`src/break_unit_map.vh`:
```
// Register offsets, field positions and reset values of the bus break unit
`ifndef BREAK_UNIT_MAP_VH
`define BREAK_UNIT_MAP_VH

// Byte offsets of the register map
`define REG_CTRL 8'h00
`define REG_COUNT 8'h50
`define REG_RST_ADDR 8'h54
`define REG_SEQA_CFG 8'h60
`define REG_SEQA_STAT 8'h64
`define REG_SEQB_CFG 8'h68
`define REG_SEQB_STAT 8'h6c
`define REG_STATUS 8'h70
`define REG_MASK 8'h74
// Channel n (0..3) sits at (n+1)*0x10: +0 address, +4 data, +8 condition
`define CH_FIRST 4'h1
`define CH_LAST 4'h4
`define CH_ADDR 2'h0
`define CH_DATA 2'h1
`define CH_COND 2'h2

// Control register fields
`define CTRL_DIRECT_LSB 0
`define CTRL_SEQA_EN 4
`define CTRL_SEQB_EN 5
`define CTRL_RSTA_EN 6
`define CTRL_RSTB_EN 7
`define CTRL_W 9

// Channel condition fields
`define COND_AMODE_LSB 0
`define COND_DATA_EN 2
`define COND_RW_EN 3
`define COND_RW_VAL 4
`define COND_TYPE_EN 5
`define COND_TYPE_LSB 6
`define COND_W 8

// Address modes
`define AMODE_NONE 2'h0
`define AMODE_ADDR 2'h1
`define AMODE_PC_BEFORE 2'h2
`define AMODE_PC_AFTER 2'h3

// Bus cycle types; the ALL code matches every cycle, fetches included
`define TYPE_FETCH 2'h0
`define TYPE_DATA 2'h1
`define TYPE_OTHER 2'h2
`define TYPE_ALL 2'h3

// Sequence configuration: [2:0] point count, point k channel at 4+2k
`define SEQ_NUM_LSB 0
`define SEQ_SEL_LSB 4
`define SEQ_MAX_POINTS 7
`define SEQ_CFG_W 18

// Status / mask bits: [3:0] direct channel breaks, 4 set A, 5 set B
`define ST_SEQA 4
`define ST_SEQB 5
`define ST_W 6

`define CNT_W 16
`define RST_CTRL 9'h000
`define RST_COND 8'h00
`define RST_SEQ 18'h00000
`define RST_MASK 6'h00
`endif

```
`src/break_channel.v`:
```
// One bus comparator channel: AND of its enabled conditions
`include "break_unit_map.vh"
module break_channel #(
  parameter AW = 32,
  parameter DW = 32
) (
  input wire [AW-1:0] i_cmp_addr,
  input wire [DW-1:0] i_cmp_data,
  input wire [7:0] i_cond,
  input wire i_bus_valid,
  input wire [AW-1:0] i_bus_addr,
  input wire [DW-1:0] i_bus_data,
  input wire i_bus_read,
  input wire [1:0] i_bus_type,
  input wire i_retire_valid,
  input wire [AW-1:0] i_retire_pc,
  output wire o_match
);
  // One two-bit mode field makes address and PC exclusive
  wire [1:0] amode = i_cond[`COND_AMODE_LSB+1:`COND_AMODE_LSB];
  wire data_en = i_cond[`COND_DATA_EN];
  wire rw_en = i_cond[`COND_RW_EN];
  wire type_en = i_cond[`COND_TYPE_EN];
  wire [1:0] type_val = i_cond[`COND_TYPE_LSB+1:`COND_TYPE_LSB];
  wire after = (amode == `AMODE_PC_AFTER);
  wire addr_eq = (i_bus_addr == i_cmp_addr);
  reg addr_ok;

  always @* begin
    case (amode)
      `AMODE_NONE: addr_ok = 1'b1;
      `AMODE_ADDR: addr_ok = addr_eq;
      `AMODE_PC_BEFORE: addr_ok = addr_eq && (i_bus_type == `TYPE_FETCH);
      `AMODE_PC_AFTER: addr_ok = (i_retire_pc == i_cmp_addr);
      default: addr_ok = 1'b0;
    endcase
  end

  // After-execution matches on retirement, so bus-cycle terms do not apply there
  wire cyc_ok = after ? i_retire_valid : i_bus_valid;
  wire data_ok = after || !data_en || (i_bus_data == i_cmp_data);
  wire rw_ok = after || !rw_en || (i_bus_read == i_cond[`COND_RW_VAL]);
  wire type_ok = after || !type_en || (type_val == `TYPE_ALL) || (type_val == i_bus_type);
  wire any_en = (amode != `AMODE_NONE) || data_en || rw_en || type_en;

  assign o_match = any_en && cyc_ok && addr_ok && data_ok && rw_ok && type_ok;
endmodule // break_channel

```
`src/bus_break_comparator_sequencer.v`:
```
// Bus break comparators, first-channel counter, two sequential sets, register slave
//
// Implementation choices: the Avalon-MM register port and the address map.
`include "break_unit_map.vh"
module bus_break_comparator_sequencer #(
  parameter AW = 32,
  parameter DW = 32,
  parameter NCH = 4
) (
  input wire i_ref_clk,
  input wire i_reset_n,
  input wire [7:0] i_avs_address,
  input wire i_avs_read,
  input wire i_avs_write,
  input wire [31:0] i_avs_writedata,
  input wire [3:0] i_avs_byteenable,
  output wire [31:0] o_avs_readdata,
  output wire o_avs_waitrequest,
  input wire i_bus_valid,
  input wire [AW-1:0] i_bus_addr,
  input wire [DW-1:0] i_bus_data,
  input wire i_bus_read,
  input wire [1:0] i_bus_type,
  input wire i_retire_valid,
  input wire [AW-1:0] i_retire_pc,
  output wire o_break_req,
  output wire o_irq
);
  // Byte-enable merge for register writes
  function [31:0] merge_be;
    input [31:0] old_val;
    input [31:0] new_val;
    input [3:0] be;
    integer b;
    begin
      merge_be = old_val;
      for (b = 0; b < 4; b = b + 1) begin
        if (be[b]) begin
          merge_be[b*8 +: 8] = new_val[b*8 +: 8];
        end
      end
    end
  endfunction

  // Sequence point select field of point k
  function [1:0] point_sel;
    input [`SEQ_CFG_W-1:0] cfg;
    input [2:0] k;
    begin
      point_sel = cfg[`SEQ_SEL_LSB + 2*k +: 2];
    end
  endfunction

  // Progress word of one set: points configured above points passed
  function [31:0] seq_stat;
    input [2:0] num;
    input [2:0] pos;
    begin
      seq_stat = {25'h0000000, num, 1'b0, pos};
    end
  endfunction

  // ---------------- Avalon slave timing ----------------
  // Every access stalls one cycle, so read data can come from a flop
  reg ack_ff;
  reg [31:0] rdata_ff;
  wire req = i_avs_read || i_avs_write;
  wire wr_go = i_avs_write && ack_ff;
  assign o_avs_waitrequest = req && !ack_ff;
  assign o_avs_readdata = rdata_ff;

  wire [3:0] a_hi = i_avs_address[7:4];
  wire [1:0] a_fld = i_avs_address[3:2];
  wire a_ch = (a_hi >= `CH_FIRST) && (a_hi <= `CH_LAST) && (i_avs_address[1:0] == 2'h0);
  wire [1:0] a_chn = a_hi[1:0] - 2'h1;

  // ---------------- Registers ----------------
  reg [`CTRL_W-1:0] ctrl_ff;
  reg [AW-1:0] ch_addr_ff [0:NCH-1];
  reg [DW-1:0] ch_data_ff [0:NCH-1];
  reg [`COND_W-1:0] ch_cond_ff [0:NCH-1];
  reg [`CNT_W-1:0] cnt_target_ff;
  reg [`CNT_W-1:0] cnt_ff;
  reg [AW-1:0] rst_addr_ff;
  reg [`SEQ_CFG_W-1:0] seqa_cfg_ff;
  reg [`SEQ_CFG_W-1:0] seqb_cfg_ff;
  reg [2:0] seqa_pos_ff;
  reg [2:0] seqb_pos_ff;
  reg [`ST_W-1:0] status_ff;
  reg [`ST_W-1:0] mask_ff;
  reg break_ff;

  // Write merges; only the low bits that each register really has are kept
  wire [31:0] ctrl_wr;
  wire [31:0] cnt_wr;
  wire [31:0] seqa_wr;
  wire [31:0] seqb_wr;
  assign ctrl_wr = merge_be({23'h000000, ctrl_ff}, i_avs_writedata, i_avs_byteenable);
  assign cnt_wr = merge_be({16'h0000, cnt_target_ff}, i_avs_writedata, i_avs_byteenable);
  assign seqa_wr = merge_be({14'h0000, seqa_cfg_ff}, i_avs_writedata, i_avs_byteenable);
  assign seqb_wr = merge_be({14'h0000, seqb_cfg_ff}, i_avs_writedata, i_avs_byteenable);

  // ---------------- Comparator channels ----------------
  wire [NCH-1:0] raw_match;
  wire rst_match;
  genvar g;
  generate
    for (g = 0; g < NCH; g = g + 1) begin : g_ch
      break_channel #(.AW(AW), .DW(DW)) u_ch (
        .i_cmp_addr(ch_addr_ff[g]),
        .i_cmp_data(ch_data_ff[g]),
        .i_cond(ch_cond_ff[g]),
        .i_bus_valid(i_bus_valid),
        .i_bus_addr(i_bus_addr),
        .i_bus_data(i_bus_data),
        .i_bus_read(i_bus_read),
        .i_bus_type(i_bus_type),
        .i_retire_valid(i_retire_valid),
        .i_retire_pc(i_retire_pc),
        .o_match(raw_match[g])
      );
    end
  endgenerate

  // Reset point: address condition only, other terms tied off
  wire rst_used = ctrl_ff[`CTRL_RSTA_EN] || ctrl_ff[`CTRL_RSTB_EN];
  break_channel #(.AW(AW), .DW(DW)) u_rst_ch (
    .i_cmp_addr(rst_addr_ff),
    .i_cmp_data({DW{1'b0}}),
    .i_cond({6'h00, (rst_used ? `AMODE_ADDR : `AMODE_NONE)}),
    .i_bus_valid(i_bus_valid),
    .i_bus_addr(i_bus_addr),
    .i_bus_data(i_bus_data),
    .i_bus_read(i_bus_read),
    .i_bus_type(i_bus_type),
    .i_retire_valid(i_retire_valid),
    .i_retire_pc(i_retire_pc),
    .o_match(rst_match)
  );

  // ---------------- Satisfaction count on the first channel ----------------
  // A target of zero means no count condition
  // The count runs on raw matches, whether or not channel one breaks directly
  wire cnt_used = (cnt_target_ff != {`CNT_W{1'b0}});
  wire cnt_hit = raw_match[0] && (cnt_ff + 16'h0001 == cnt_target_ff);
  wire [NCH-1:0] ch_match = {raw_match[NCH-1:1], cnt_used ? cnt_hit : raw_match[0]};
  reg [`CNT_W-1:0] nxt_cnt;
  always @* begin
    nxt_cnt = cnt_ff;
    if (!cnt_used || cnt_hit) begin
      nxt_cnt = {`CNT_W{1'b0}};
    end else if (raw_match[0]) begin
      nxt_cnt = cnt_ff + 16'h0001;
    end
  end

  // ---------------- Sequential sets ----------------
  wire [2:0] seqa_num = seqa_cfg_ff[`SEQ_NUM_LSB +: 3];
  wire [2:0] seqb_num = seqb_cfg_ff[`SEQ_NUM_LSB +: 3];
  wire seqa_hit = ch_match[point_sel(seqa_cfg_ff, seqa_pos_ff)];
  wire seqb_hit = ch_match[point_sel(seqb_cfg_ff, seqb_pos_ff)];
  wire seqa_on = ctrl_ff[`CTRL_SEQA_EN] && (seqa_num != 3'h0);
  wire seqb_on = ctrl_ff[`CTRL_SEQB_EN] && (seqb_num != 3'h0);
  wire rsta = rst_match && ctrl_ff[`CTRL_RSTA_EN];
  wire rstb = rst_match && ctrl_ff[`CTRL_RSTB_EN];
  // A shortened point count can leave the position past the end; restart the set then
  wire seqa_past = (seqa_pos_ff >= seqa_num);
  wire seqb_past = (seqb_pos_ff >= seqb_num);
  // Reset point beats an advance in the same cycle
  wire seqa_brk = seqa_on && !rsta && seqa_hit && (seqa_pos_ff + 3'h1 == seqa_num);
  wire seqb_brk = seqb_on && !rstb && seqb_hit && (seqb_pos_ff + 3'h1 == seqb_num);
  reg [2:0] nxt_seqa_pos;
  reg [2:0] nxt_seqb_pos;
  always @* begin
    nxt_seqa_pos = seqa_pos_ff;
    if (!seqa_on || seqa_past || rsta || seqa_brk) begin
      nxt_seqa_pos = 3'h0;
    end else if (seqa_hit) begin
      nxt_seqa_pos = seqa_pos_ff + 3'h1;
    end
    nxt_seqb_pos = seqb_pos_ff;
    if (!seqb_on || seqb_past || rstb || seqb_brk) begin
      nxt_seqb_pos = 3'h0;
    end else if (seqb_hit) begin
      nxt_seqb_pos = seqb_pos_ff + 3'h1;
    end
  end

  // ---------------- Break events and interrupt ----------------
  wire [NCH-1:0] direct_brk = ch_match & ctrl_ff[`CTRL_DIRECT_LSB +: NCH];
  wire [`ST_W-1:0] events = {seqb_brk, seqa_brk, direct_brk};
  wire st_wr = wr_go && (i_avs_address == `REG_STATUS);
  wire [`ST_W-1:0] st_clr = st_wr ? (i_avs_writedata[`ST_W-1:0] & {`ST_W{i_avs_byteenable[0]}})
                                  : {`ST_W{1'b0}};
  // A new event in the clearing cycle keeps its bit set
  wire [`ST_W-1:0] nxt_status = (status_ff & ~st_clr) | events;
  assign o_irq = |(status_ff & mask_ff);
  assign o_break_req = break_ff;

  // ---------------- Read mux ----------------
  reg [31:0] nxt_rdata;
  always @* begin
    nxt_rdata = 32'h00000000;
    if (a_ch) begin
      case (a_fld)
        `CH_ADDR: nxt_rdata[AW-1:0] = ch_addr_ff[a_chn];
        `CH_DATA: nxt_rdata[DW-1:0] = ch_data_ff[a_chn];
        `CH_COND: nxt_rdata[`COND_W-1:0] = ch_cond_ff[a_chn];
        default: nxt_rdata = 32'h00000000;
      endcase
    end else begin
      case (i_avs_address)
        `REG_CTRL: nxt_rdata[`CTRL_W-1:0] = ctrl_ff;
        `REG_COUNT: nxt_rdata = {cnt_ff, cnt_target_ff};
        `REG_RST_ADDR: nxt_rdata[AW-1:0] = rst_addr_ff;
        `REG_SEQA_CFG: nxt_rdata[`SEQ_CFG_W-1:0] = seqa_cfg_ff;
        `REG_SEQA_STAT: nxt_rdata = seq_stat(seqa_num, seqa_pos_ff);
        `REG_SEQB_CFG: nxt_rdata[`SEQ_CFG_W-1:0] = seqb_cfg_ff;
        `REG_SEQB_STAT: nxt_rdata = seq_stat(seqb_num, seqb_pos_ff);
        `REG_STATUS: nxt_rdata[`ST_W-1:0] = status_ff;
        `REG_MASK: nxt_rdata[`ST_W-1:0] = mask_ff;
        default: nxt_rdata = 32'h00000000;
      endcase
    end
  end

  // ---------------- Sequential state ----------------
  integer i;
  always @(posedge i_ref_clk) begin
    if (!i_reset_n) begin
      ack_ff <= 1'b0;
      rdata_ff <= 32'h00000000;
      ctrl_ff <= `RST_CTRL;
      cnt_target_ff <= {`CNT_W{1'b0}};
      cnt_ff <= {`CNT_W{1'b0}};
      rst_addr_ff <= {AW{1'b0}};
      seqa_cfg_ff <= `RST_SEQ;
      seqb_cfg_ff <= `RST_SEQ;
      seqa_pos_ff <= 3'h0;
      seqb_pos_ff <= 3'h0;
      status_ff <= {`ST_W{1'b0}};
      mask_ff <= `RST_MASK;
      break_ff <= 1'b0;
      for (i = 0; i < NCH; i = i + 1) begin
        ch_addr_ff[i] <= {AW{1'b0}};
        ch_data_ff[i] <= {DW{1'b0}};
        ch_cond_ff[i] <= `RST_COND;
      end
    end else begin
      ack_ff <= req && !ack_ff;
      if (i_avs_read && !ack_ff) begin
        rdata_ff <= nxt_rdata;
      end
      cnt_ff <= nxt_cnt;
      seqa_pos_ff <= nxt_seqa_pos;
      seqb_pos_ff <= nxt_seqb_pos;
      status_ff <= nxt_status;
      break_ff <= |events;
      if (wr_go) begin
        if (a_ch) begin
          case (a_fld)
            `CH_ADDR: ch_addr_ff[a_chn] <= merge_be(ch_addr_ff[a_chn], i_avs_writedata,
                                                     i_avs_byteenable);
            `CH_DATA: ch_data_ff[a_chn] <= merge_be(ch_data_ff[a_chn], i_avs_writedata,
                                                     i_avs_byteenable);
            `CH_COND: begin
              if (i_avs_byteenable[0]) begin
                ch_cond_ff[a_chn] <= i_avs_writedata[`COND_W-1:0];
              end
            end
            default: ;
          endcase
        end else begin
          case (i_avs_address)
            `REG_CTRL: ctrl_ff <= ctrl_wr[`CTRL_W-1:0];
            `REG_COUNT: cnt_target_ff <= cnt_wr[`CNT_W-1:0];
            `REG_RST_ADDR: rst_addr_ff <= merge_be(rst_addr_ff, i_avs_writedata,
                                                   i_avs_byteenable);
            `REG_SEQA_CFG: seqa_cfg_ff <= seqa_wr[`SEQ_CFG_W-1:0];
            `REG_SEQB_CFG: seqb_cfg_ff <= seqb_wr[`SEQ_CFG_W-1:0];
            `REG_MASK: begin
              if (i_avs_byteenable[0]) begin
                mask_ff <= i_avs_writedata[`ST_W-1:0];
              end
            end
            default: ;
          endcase
        end
      end
    end
  end
endmodule // bus_break_comparator_sequencer

```
`config.mk`:
```
export PLATFORM = sky130hd
export DESIGN_NAME = bus_break_comparator_sequencer
export DESIGN_NICKNAME = d
export VERILOG_FILES = /design/src/break_channel.v /design/src/bus_break_comparator_sequencer.v
export VERILOG_INCLUDE_DIRS = /design/src
export SDC_FILE = /design/constraint.sdc
export NUM_CORES = 1
export LEC_CHECK = 0
export ABC_CLOCK_PERIOD_IN_PS = 5200
export BUFFER_PORTS_ARGS = -buffer_cell sky130_fd_sc_hd__buf_2
export CAP_MARGIN = 15
export CORE_UTILIZATION = 40
export DETAILED_ROUTE_END_ITERATION = 6
export SKIP_CTS_REPAIR_TIMING = 1
export SLEW_MARGIN = 15
export SYNTH_ARGS = -nofsm -noshare
export SYNTH_HDL_FRONTEND = slang
export SYNTH_HIERARCHICAL = 1
export SYNTH_SLANG_ARGS = --single-unit
```
`constraint.sdc`:
```
create_clock -name i_ref_clk -period 5.2 [get_ports i_ref_clk]
set_clock_uncertainty 0.2 [all_clocks]
set_input_delay 0.78 -clock i_ref_clk [delete_from_list [all_inputs] [get_ports i_ref_clk]]
set_output_delay 0.78 -clock i_ref_clk [all_outputs]
set_load 0.01 [all_outputs]
```
### Word level (Yosys, flattened, before mapping)

Memories as Yosys holds them, arrays and structs flattened.
Cells that the tools add are included.
W data, S select, Z words.

* logic and storage cells: 342
* memory bits (writable): 288
* flip-flop bits (word level): 161
* input port bits: 149
* output and inout port bits: 35
* memories: 3

Memories
* ch_addr_ff: words 4, bits a word 32, read ports 5, clocked after memory_dff 0, write ports 4, line bus_break_comparator_sequencer.v:79 `reg [AW-1:0] ch_addr_ff [0:NCH-1];`
* ch_data_ff: words 4, bits a word 32, read ports 5, clocked after memory_dff 0, write ports 4, line bus_break_comparator_sequencer.v:80 `reg [DW-1:0] ch_data_ff [0:NCH-1];`
* ch_cond_ff: words 4, bits a word 8, read ports 5, clocked after memory_dff 0, write ports 4, line bus_break_comparator_sequencer.v:81 `` reg [`COND_W-1:0] ch_cond_ff [0:NCH-1]; ``

* reduce and logical (&&, ||, !) cells: 151
* order comparisons: 6
* bitwise gates (word level): 8
* shift operators: 2
* muxes and demuxes: 90
* equality and inequality tests: 54
* add/sub/neg operators: 6

Operators with widths (count)
* $eq A32 B32 Y1: 14
* $mux W8: 41
* $mux W32: 3
* $eq A8 B7 Y1 const B: 8
* $reduce_or A32 Y1: 2
* $reduce_and A4 Y1: 15
* $pmux W6 S9: 1
* $logic_or A1 B1 Y1: 49
* $pmux W24 S2: 1
* $logic_and A1 B1 Y1: 44
* $pmux W9 S4: 1
* $shiftx A18 B6 Y2: 2
* $mux W1: 29
* $pmux W14 S2: 1
* $eq A2 B2 Y1 const B: 13
* $pmux W8 S3: 1
* $pmux W3 S7: 1
* $pmux W1 S4: 5
* $and A6 B6 Y6: 3
* $logic_not A1 Y1: 18
* $add A16 B1 Y16 const B: 1
* $eq A16 B16 Y1: 1
* $logic_not A2 Y1: 8
* $reduce_bool A16 Y1: 1
* other kinds (26): 54

### Logic depth before layout (Yosys ltp)

Gate-level depths: netlist of run 1.
An unclocked memory read counts as a cell.

* word-level depth: 18
* mapped depth: 14
* mapped depth without buffers: 12

### Cells and area by module

The synthesis of run 1 kept the hierarchy.

Modules (own cells, without submodules)
* bus_break_comparator_sequencer: sequential area each 11871.4 µm², cells each 1883, times used 1, area an instance 21147.8 µm²
* break_channel: sequential area each 0.0 µm², cells each 147, times used 5, area an instance 1151.1 µm²

### Worst setup path after synthesis of run 1

Ideal clock, no wire load.

* path kind: input to register
* start point: input i_avs_address[4]
* end point: memory ch_addr_ff[3][0], enable pin
* buffers on the path: 4
* path slack: -0.263 ns
* stages: 8
* data arrival time: 4.797 ns
* library setup time: 0.466 ns
* data required time: 4.534 ns
* cell sequence: clkbuf_1 clkbuf_1 inv_1 ha_1 clkbuf_1 clkbuf_1 or2_2 o21ai_0

RTL lines
* from (decl): line bus_break_comparator_sequencer.v:12 `input wire [7:0] i_avs_address,`
* to (decl): line bus_break_comparator_sequencer.v:79

==> impl_metrics.py, run 1 <==
metrics = {
    "outcome": {
        "outcome": "finished, violations left",
        "violations": "DRC",
    },
    "cts": {
        "clock-sinks": 449,
        "insertion_delay_ns": 0.62,
        "cts.clk_slew.worst_paths_ns": 0.06,
        "cts_tree": "done",
        "clock_path_buffers": 3,
        "root_buffer": "clkbuf_16",
        "numCtsBuffers": 51,
        "cts_htree_levels": 2,
    },
    "layout": {
        "n_fill_cell": 6273,
        "stdcell_count": 3723,
        "multi_input_area_um2": 14570,
        "regArea_um2": 11870,
        "drive_above_1_share_pct": 15.49,
        "areaGrowthSynthToFinish_pct": 14.54,
        "layout.nets": 2976,
    },
    "placement": {
        "pre_cts_ws_ns": 0.4271,
        "dpl.hpwl_um": 82570,
        "routabilityCongestion": 0.9885,
        "portBuffers": 183,
        "dp.cells": 3624,
    },
    "timing": {
        "finalCriticalPeriod_ns": 4.552,
        "setup_violations": 0,
        "fmax_mhz": 219.7,
        "max_slew_margin_pct": 36.19,
        "final_hold_viol_count": 0,
        "final_max_slew_viol_count": 0,
        "fin_crit_sh_pct": 87.54,
        "setup_ws_ns": 0.6481,
        "rsz0062_at_grt": "false",
        "tightest_slew_ns": 0.9551,
    },
    "setup_path": {
        "path_depth": 13,
        "timing.rr.end": "cnt_ff[3]",
        "rr_startpoint": "ch_addr_ff[0][13]",
        "startpoint_type": "flip-flop",
        "slowest_delay_ns": 0.57,
        "crit_chain": "xor2_1 > nor4_1 > nand4_1 > nor3_1 > a21oi_1 > nor3_2 > nand4_1 > nor3b_1 > o2111ai_1 > or4_1 > nand3_1 > buf_4 > nor2_1",
        "worstPathRequired_ns": 5.49,
        "path_buf_inv": 1,
        "crit_top_cell": "nand4_1",
        "cp-end-kind": "flip-flop",
        "cp_top_family": "simple AND/OR/NAND/NOR gates",
        "rr_worst_depth": 13,
        "rrSetupSlack_ns": 0.65,
        "crit_fanout": 10,
        "critical_path_class": "flip-flop to flip-flop",
        "crit_slowest_cell": "or4_1",
        "worstPathArrival_ns": 4.84,
    },
    "pwr": {
        "comb_power_share_pct": 13.1,
        "pwr-share-seq_pct": 44.6,
        "swShare_pct": 27.38,
        "p_sw_mw": 2.449,
        "pwr-share-clk_pct": 42.3,
        "peakVddDrop_mv": 0.2793,
        "p_per_area_nw_per_um2": 290.3,
        "internal-power_mw": 6.496,
        "total_power_mw": 8.945,
        "power.leakage_nw": 12.00,
    },
    "yosys": {
        "yosys.area.top_type": "edfxtp_1",
        "yosysSeqAreaShare_pct": 44.13,
        "yosys.cell_types.count": 62,
        "syn_area_um2": 26900,
        "syn_avg_cell_area_um2": 10.28,
        "synth_edf_count": 288,
        "netlist.area_leader.share_pct": 32.15,
        "synth-warning-count": 6,
        "synth_seq_cells": 449,
        "synth_cells": 2618,
        "synthArstFlopShare_pct": 0,
        "synthFlopType": "edfxtp_1",
        "synth.area.top_cells": "edfxtp_1, xor2_1, dfxtp_1",
    },
    "route": {
        "ant_nets": 0,
        "drt_iter0_drc": 2843,
        "drt_drc_violations_left": 16,
        "vias_per_cell": 6.090,
        "dr.pass1.iters": 7,
        "wl_um": 109000,
        "num_vias": 22672,
        "wire_per_inst_um": 29.29,
    },
    "global_route": {
        "antenna_found_initial": 7,
        "grt_pass1_vias": 21383,
        "grt_max_degree": 84,
        "track_usage_pct": 31.66,
        "grt_pass1_wl_um": 155600,
        "overflow": 0,
    },
    "worst_hold_path": {
        "worstHoldPathType": "input pin to flip-flop",
        "holdPathEnd": "rst_addr_ff[27]",
        "min_from": "i_avs_writedata[27]",
        "hold_depth": 3,
    },
    "floorplanning": {
        "rows": 94,
        "ios": 184,
        "coreArea_um2": 66100,
        "die_area_um2": 68300,
        "die_x_um": 261.3,
        "start_util_pct": 40.70,
        "chipHeight_um": 261.3,
    },
    "job": {
        "max_cap_violations": 0,
    },
}
==> worst max-delay path by stage <==
stage | startpoint | endpoint | slack, ns
2_1_floorplan | i_avs_address[4] | ch_addr_ff[3][0] | -0.26
3_3_place_gp | i_retire_pc[13] | cnt_ff[0] | 0.49
3_5_place_dp | i_retire_pc[13] | cnt_ff[8] | 0.43
4_1_cts | ch_addr_ff[0][13] | cnt_ff[3] | 0.79
5_1_grt | ch_addr_ff[0][13] | cnt_ff[5] | 0.60
6_report | ch_addr_ff[0][13] | cnt_ff[3] | 0.65
==> power by group through the flow <==
stage	clock network, mW	logic, mW	registers (mW)
after floorplan	0	0.612	4.03
after global placement	0	1.14	4.06
after detailed placement	0	1.14	4.06
after CTS	3.78	1.15	3.99
after global routing	3.91	1.23	4.00
final	3.78	1.17	3.99
==> worst register-to-register path, delay by kind of cell (launching register included) <==
family / cells / cell delay [ns]
and+or+nand+nor: 9 / 2.94
AOI/OAI and AO/OA: 2 / 0.35
buffers and inverters: 1 / 0.24
DFF: 1 / 0.49
xor gates and xnor gates: 1 / 0.21
==> metrics by stage <==
stage | instance area, µm² | TNS [ns] | hold WS, ns | util (%)
finish | 30810 | 0 | 0.2649 | 46.62
global route | 30810 | 0 | 0.2767 | 46.62
CTS | 30800 | 0 | 0.2417 | 46.60
detailed placement | 29070 | 0 | 0.2557 | 43.98
global placement | 29070 | 0 | 0.2469 | 43.98
floorplan | 27080 | -16.80 | 0.2357 | -
==> layout make-up <==
| cell class | count | share of cell area, % |
|---|---|---|
| multi-input cells | 2034 | 47.28 |
| flip-flops and latches | 449 | 38.53 |
| clock buffers | 70 | 4.767 |
| repair buffers | 253 | 4.726 |
| well taps | 864 | 3.508 |
| clock inverters | 24 | 0.8486 |
| inverters | 24 | 0.3005 |
| diodes | 5 | 0.04060 |
==> sequential cells by signal (all words and copies together), names as in the netlist, 16 cells and up <==
name and cells:
ch_addr_ff 128, o_avs_readdata 32, seqb_cfg_ff 18, rst_addr_ff 32, ch_cond_ff 32, ch_data_ff 128
cnt_ff 16, cnt_target_ff 16, seqa_cfg_ff 18
==> synthesized netlist by cell type (all sizes together) (26+ instances only) <==
cell type and n:
a21oi 124, nor4 118, a22oi 26, nor3 28, dfxtp 161, mux2i 123, nand2 186, clkbuf 124
edfxtp 288, mux4 81, nand4 37, nand3 123, xor2 480, nor2 332, xnor2 41, and2 32
o21ai 60, buf 33
==> cell usage in the layout (no fill, tap or decap), types with 26 or more instances in the layout <==
| cell type | instances |
|---|---|
| a22oi_1 | 26 |
| nor4_1 | 118 |
| mux4_2 | 81 |
| buf_2 | 182 |
| nand2_1 | 186 |
| mux2i_1 | 123 |
| edfxtp_1 | 288 |
| a21oi_1 | 124 |
| nor2_1 | 332 |
| o21ai_0 | 54 |
| nand4_1 | 37 |
| and2_1 | 32 |
| conb_1 | 47 |
| buf_4 | 70 |
| xor2_1 | 480 |
| nand3_1 | 121 |
| dfxtp_1 | 161 |
| xnor2_1 | 41 |
| clkbuf_16 | 52 |
==> kinds of logic (layout without fill, tap and decap cells) <==
group,Yosys count,count (layout),synth area share [%]
AOI/OAI and AO/OA,320,320,7.855
adders and majority gates,14,14,0.6511
other,1,52,0.01394
muxes,204,204,11.36
DFF,449,449,44.13
xor gates and xnor gates,522,522,17.04
and+or+nand+nor,927,927,16.32
buffers and inverters,181,371,2.628
==> routing by layer <==
metal / vias up / share of wire [%] / track usage [%]
li1: 9841 / - / -
met1: 11270 / 40 / 42.59
met2: 1316 / 46 / 50.30
met3: 245 / 9.4 / 5.623
met4: 0 / 4.7 / 13.11
met5: - / 0 / 0
No activity file was read; power rests on OpenSTA's default activity.
==> run 2, diff against run 1 <==
--- a/config.mk
+++ b/config.mk
@@ -10,6 +10,7 @@
 export BUFFER_PORTS_ARGS = -buffer_cell sky130_fd_sc_hd__buf_2
 export CAP_MARGIN = 15
 export CORE_UTILIZATION = 40
+export CTS_BUF_LIST = sky130_fd_sc_hd__clkbuf_8
 export DETAILED_ROUTE_END_ITERATION = 6
 export SKIP_CTS_REPAIR_TIMING = 1
 export SLEW_MARGIN = 15
==> impl_metrics.py, run 2 (same netlist as run 1, synthesis figures left out) <==
metrics = {
    "outcome": {
        "outcome": "finished, violations left",
        "violations": "DRC",
    },
    "placement": {
        "dpl.hpwl_um": 82570,
        "portBuffers": 183,
        "pre_cts_ws_ns": 0.4271,
        "dp.cells": 3624,
        "routabilityCongestion": 0.9885,
        "placed_area_um2": 29070,
    },
    "worst_hold_path": {
        "worstHoldPathType": "input pin to flip-flop",
        "min_from": "i_avs_writedata[27]",
        "holdPathEnd": "rst_addr_ff[27]",
        "hold_depth": 3,
    },
    "pwr": {
        "peakVddDrop_mv": 0.1907,
        "p_sw_mw": 2.460,
        "p_per_area_nw_per_um2": 274.1,
        "power.leakage_nw": 12.02,
        "internal-power_mw": 5.925,
        "pwr-share-seq_pct": 47.6,
        "total_power_mw": 8.385,
        "pwr-share-clk_pct": 38.4,
        "swShare_pct": 29.34,
        "comb_power_share_pct": 14.0,
    },
    "route": {
        "num_vias": 22909,
        "wl_um": 109500,
        "drt_drc_violations_left": 20,
        "ant_nets": 0,
        "dr.pass1.iters": 7,
        "vias_per_cell": 6.069,
        "wire_per_inst_um": 29.02,
        "drt_iter0_drc": 2912,
    },
    "timing": {
        "rsz0062_at_grt": "false",
        "tightest_slew_ns": 0.9420,
        "final_hold_viol_count": 0,
        "final_max_slew_viol_count": 0,
        "fin_crit_sh_pct": 87.64,
        "finalCriticalPeriod_ns": 4.557,
        "setup_ws_ns": 0.6428,
        "holdWs_ns": 0.1881,
        "fin_tns_setup_ns": 0,
        "max_slew_margin_pct": 37.07,
        "setup_violations": 0,
        "fmax_mhz": 219.4,
    },
    "cts": {
        "clock_path_buffers": 3,
        "cts.clk_slew.worst_paths_ns": 0.06,
        "root_buffer": "clkbuf_8",
        "insertion_delay_ns": 0.70,
        "cts_htree_levels": 3,
        "numCtsBuffers": 78,
        "cts_tree": "done",
        "clock-sinks": 449,
    },
    "global_route": {
        "track_usage_pct": 31.84,
        "grt_pass1_wl_um": 156100,
        "antenna_found_initial": 8,
        "grt_max_degree": 84,
        "overflow": 0,
        "grt_pass1_vias": 21664,
    },
    "floorplanning": {
        "die_x_um": 261.3,
        "rows": 94,
        "start_util_pct": 40.70,
        "die_area_um2": 68300,
        "coreArea_um2": 66100,
        "chipHeight_um": 261.3,
        "ios": 184,
    },
    "setup_path": {
        "worstPathRequired_ns": 5.58,
        "rr_startpoint": "ch_addr_ff[0][13]",
        "cp-end-kind": "flip-flop",
        "rr_worst_depth": 13,
        "rrSetupSlack_ns": 0.64,
        "crit_fanout": 10,
        "timing.rr.end": "cnt_ff[8]",
        "worstPathArrival_ns": 4.93,
        "startpoint_type": "flip-flop",
        "critical_path_class": "flip-flop to flip-flop",
    },
    "layout": {
        "areaGrowthSynthToFinish_pct": 13.70,
        "final_util_pct": 46.28,
        "layout.nets": 3003,
        "top_regs": "ch_addr_ff x128, ch_data_ff x128",
        "final_common_cell": "xor2_1",
        "stdcell_count": 3775,
        "drive_above_1_share_pct": 15.95,
        "final_cell_area_um2": 30590,
        "mostFrequentLayoutCells": "xor2_1, nor2_1, edfxtp_1, nand2_1, buf_2",
    },
    "job": {
        "max_cap_violations": 0,
    },
}
## run 2: changes by cell type in the layout (fill, tap and decap cells not counted), sizes merged
cell      change
inv          +31
clkbuf       +14
clkinv        +4
diode         +3
bufinv        -2
clkinvlp      +2
## run 2: worst max-delay path by stage
stage | start | to | slack, ns | depth (start not counted)
floorplan | i_avs_address[4] | ch_addr_ff[3][0] | -0.26 | 8
global placement | i_retire_pc[13] | cnt_ff[0] | 0.49 | 14
detailed placement | i_retire_pc[13] | cnt_ff[8] | 0.43 | 14
CTS | ch_addr_ff[0][13] | cnt_ff[8] | 0.80 | 13
global route | ch_addr_ff[0][13] | cnt_ff[5] | 0.58 | 13
finish | ch_addr_ff[0][13] | cnt_ff[8] | 0.64 | 13
## run 2: cell type report
class | instances | area [µm²]
timing repair buffer | 253 | 1456
antenna | 8 | 20.02
sequential | 449 | 11870
fill | 6323 | 35510
tap | 864 | 1081
multi-input combinational | 2034 | 14570
inverter | 24 | 92.59
clock inverter | 59 | 340.3
clock buffer | 84 | 1156
## run 2: metal layers
layer  wire length (µm)  global-route usage (%)
met5                  0                       0
met4               4826                   13.50
met3              10550                   6.640
met2              50800                   50.31
met1              43360                   42.31
## run 2: power by group through the flow
stage                     registers (mW)  logic (mW)  clock network [mW]
after floorplan                     4.03       0.612                   0
after global placement              4.06        1.14                   0
after detailed placement            4.06        1.14                   0
after CTS                           3.99        1.15                3.24
after global routing                4.00        1.23                3.39
final                               3.99        1.17                3.22
## run 2: worst max-delay path, stage by stage (launching register included)
cell       delay, ns
edfxtp_1        0.50
xor2_1          0.20
nor4_1          0.57
nand4_1         0.26
nor3_1          0.57
a21oi_1         0.11
nor3_2          0.25
nand4_1         0.12
nor3b_1         0.28
o2111ai_1       0.25
or4_1           0.58
nand3_1         0.27
buf_4           0.24
nor2_1          0.07
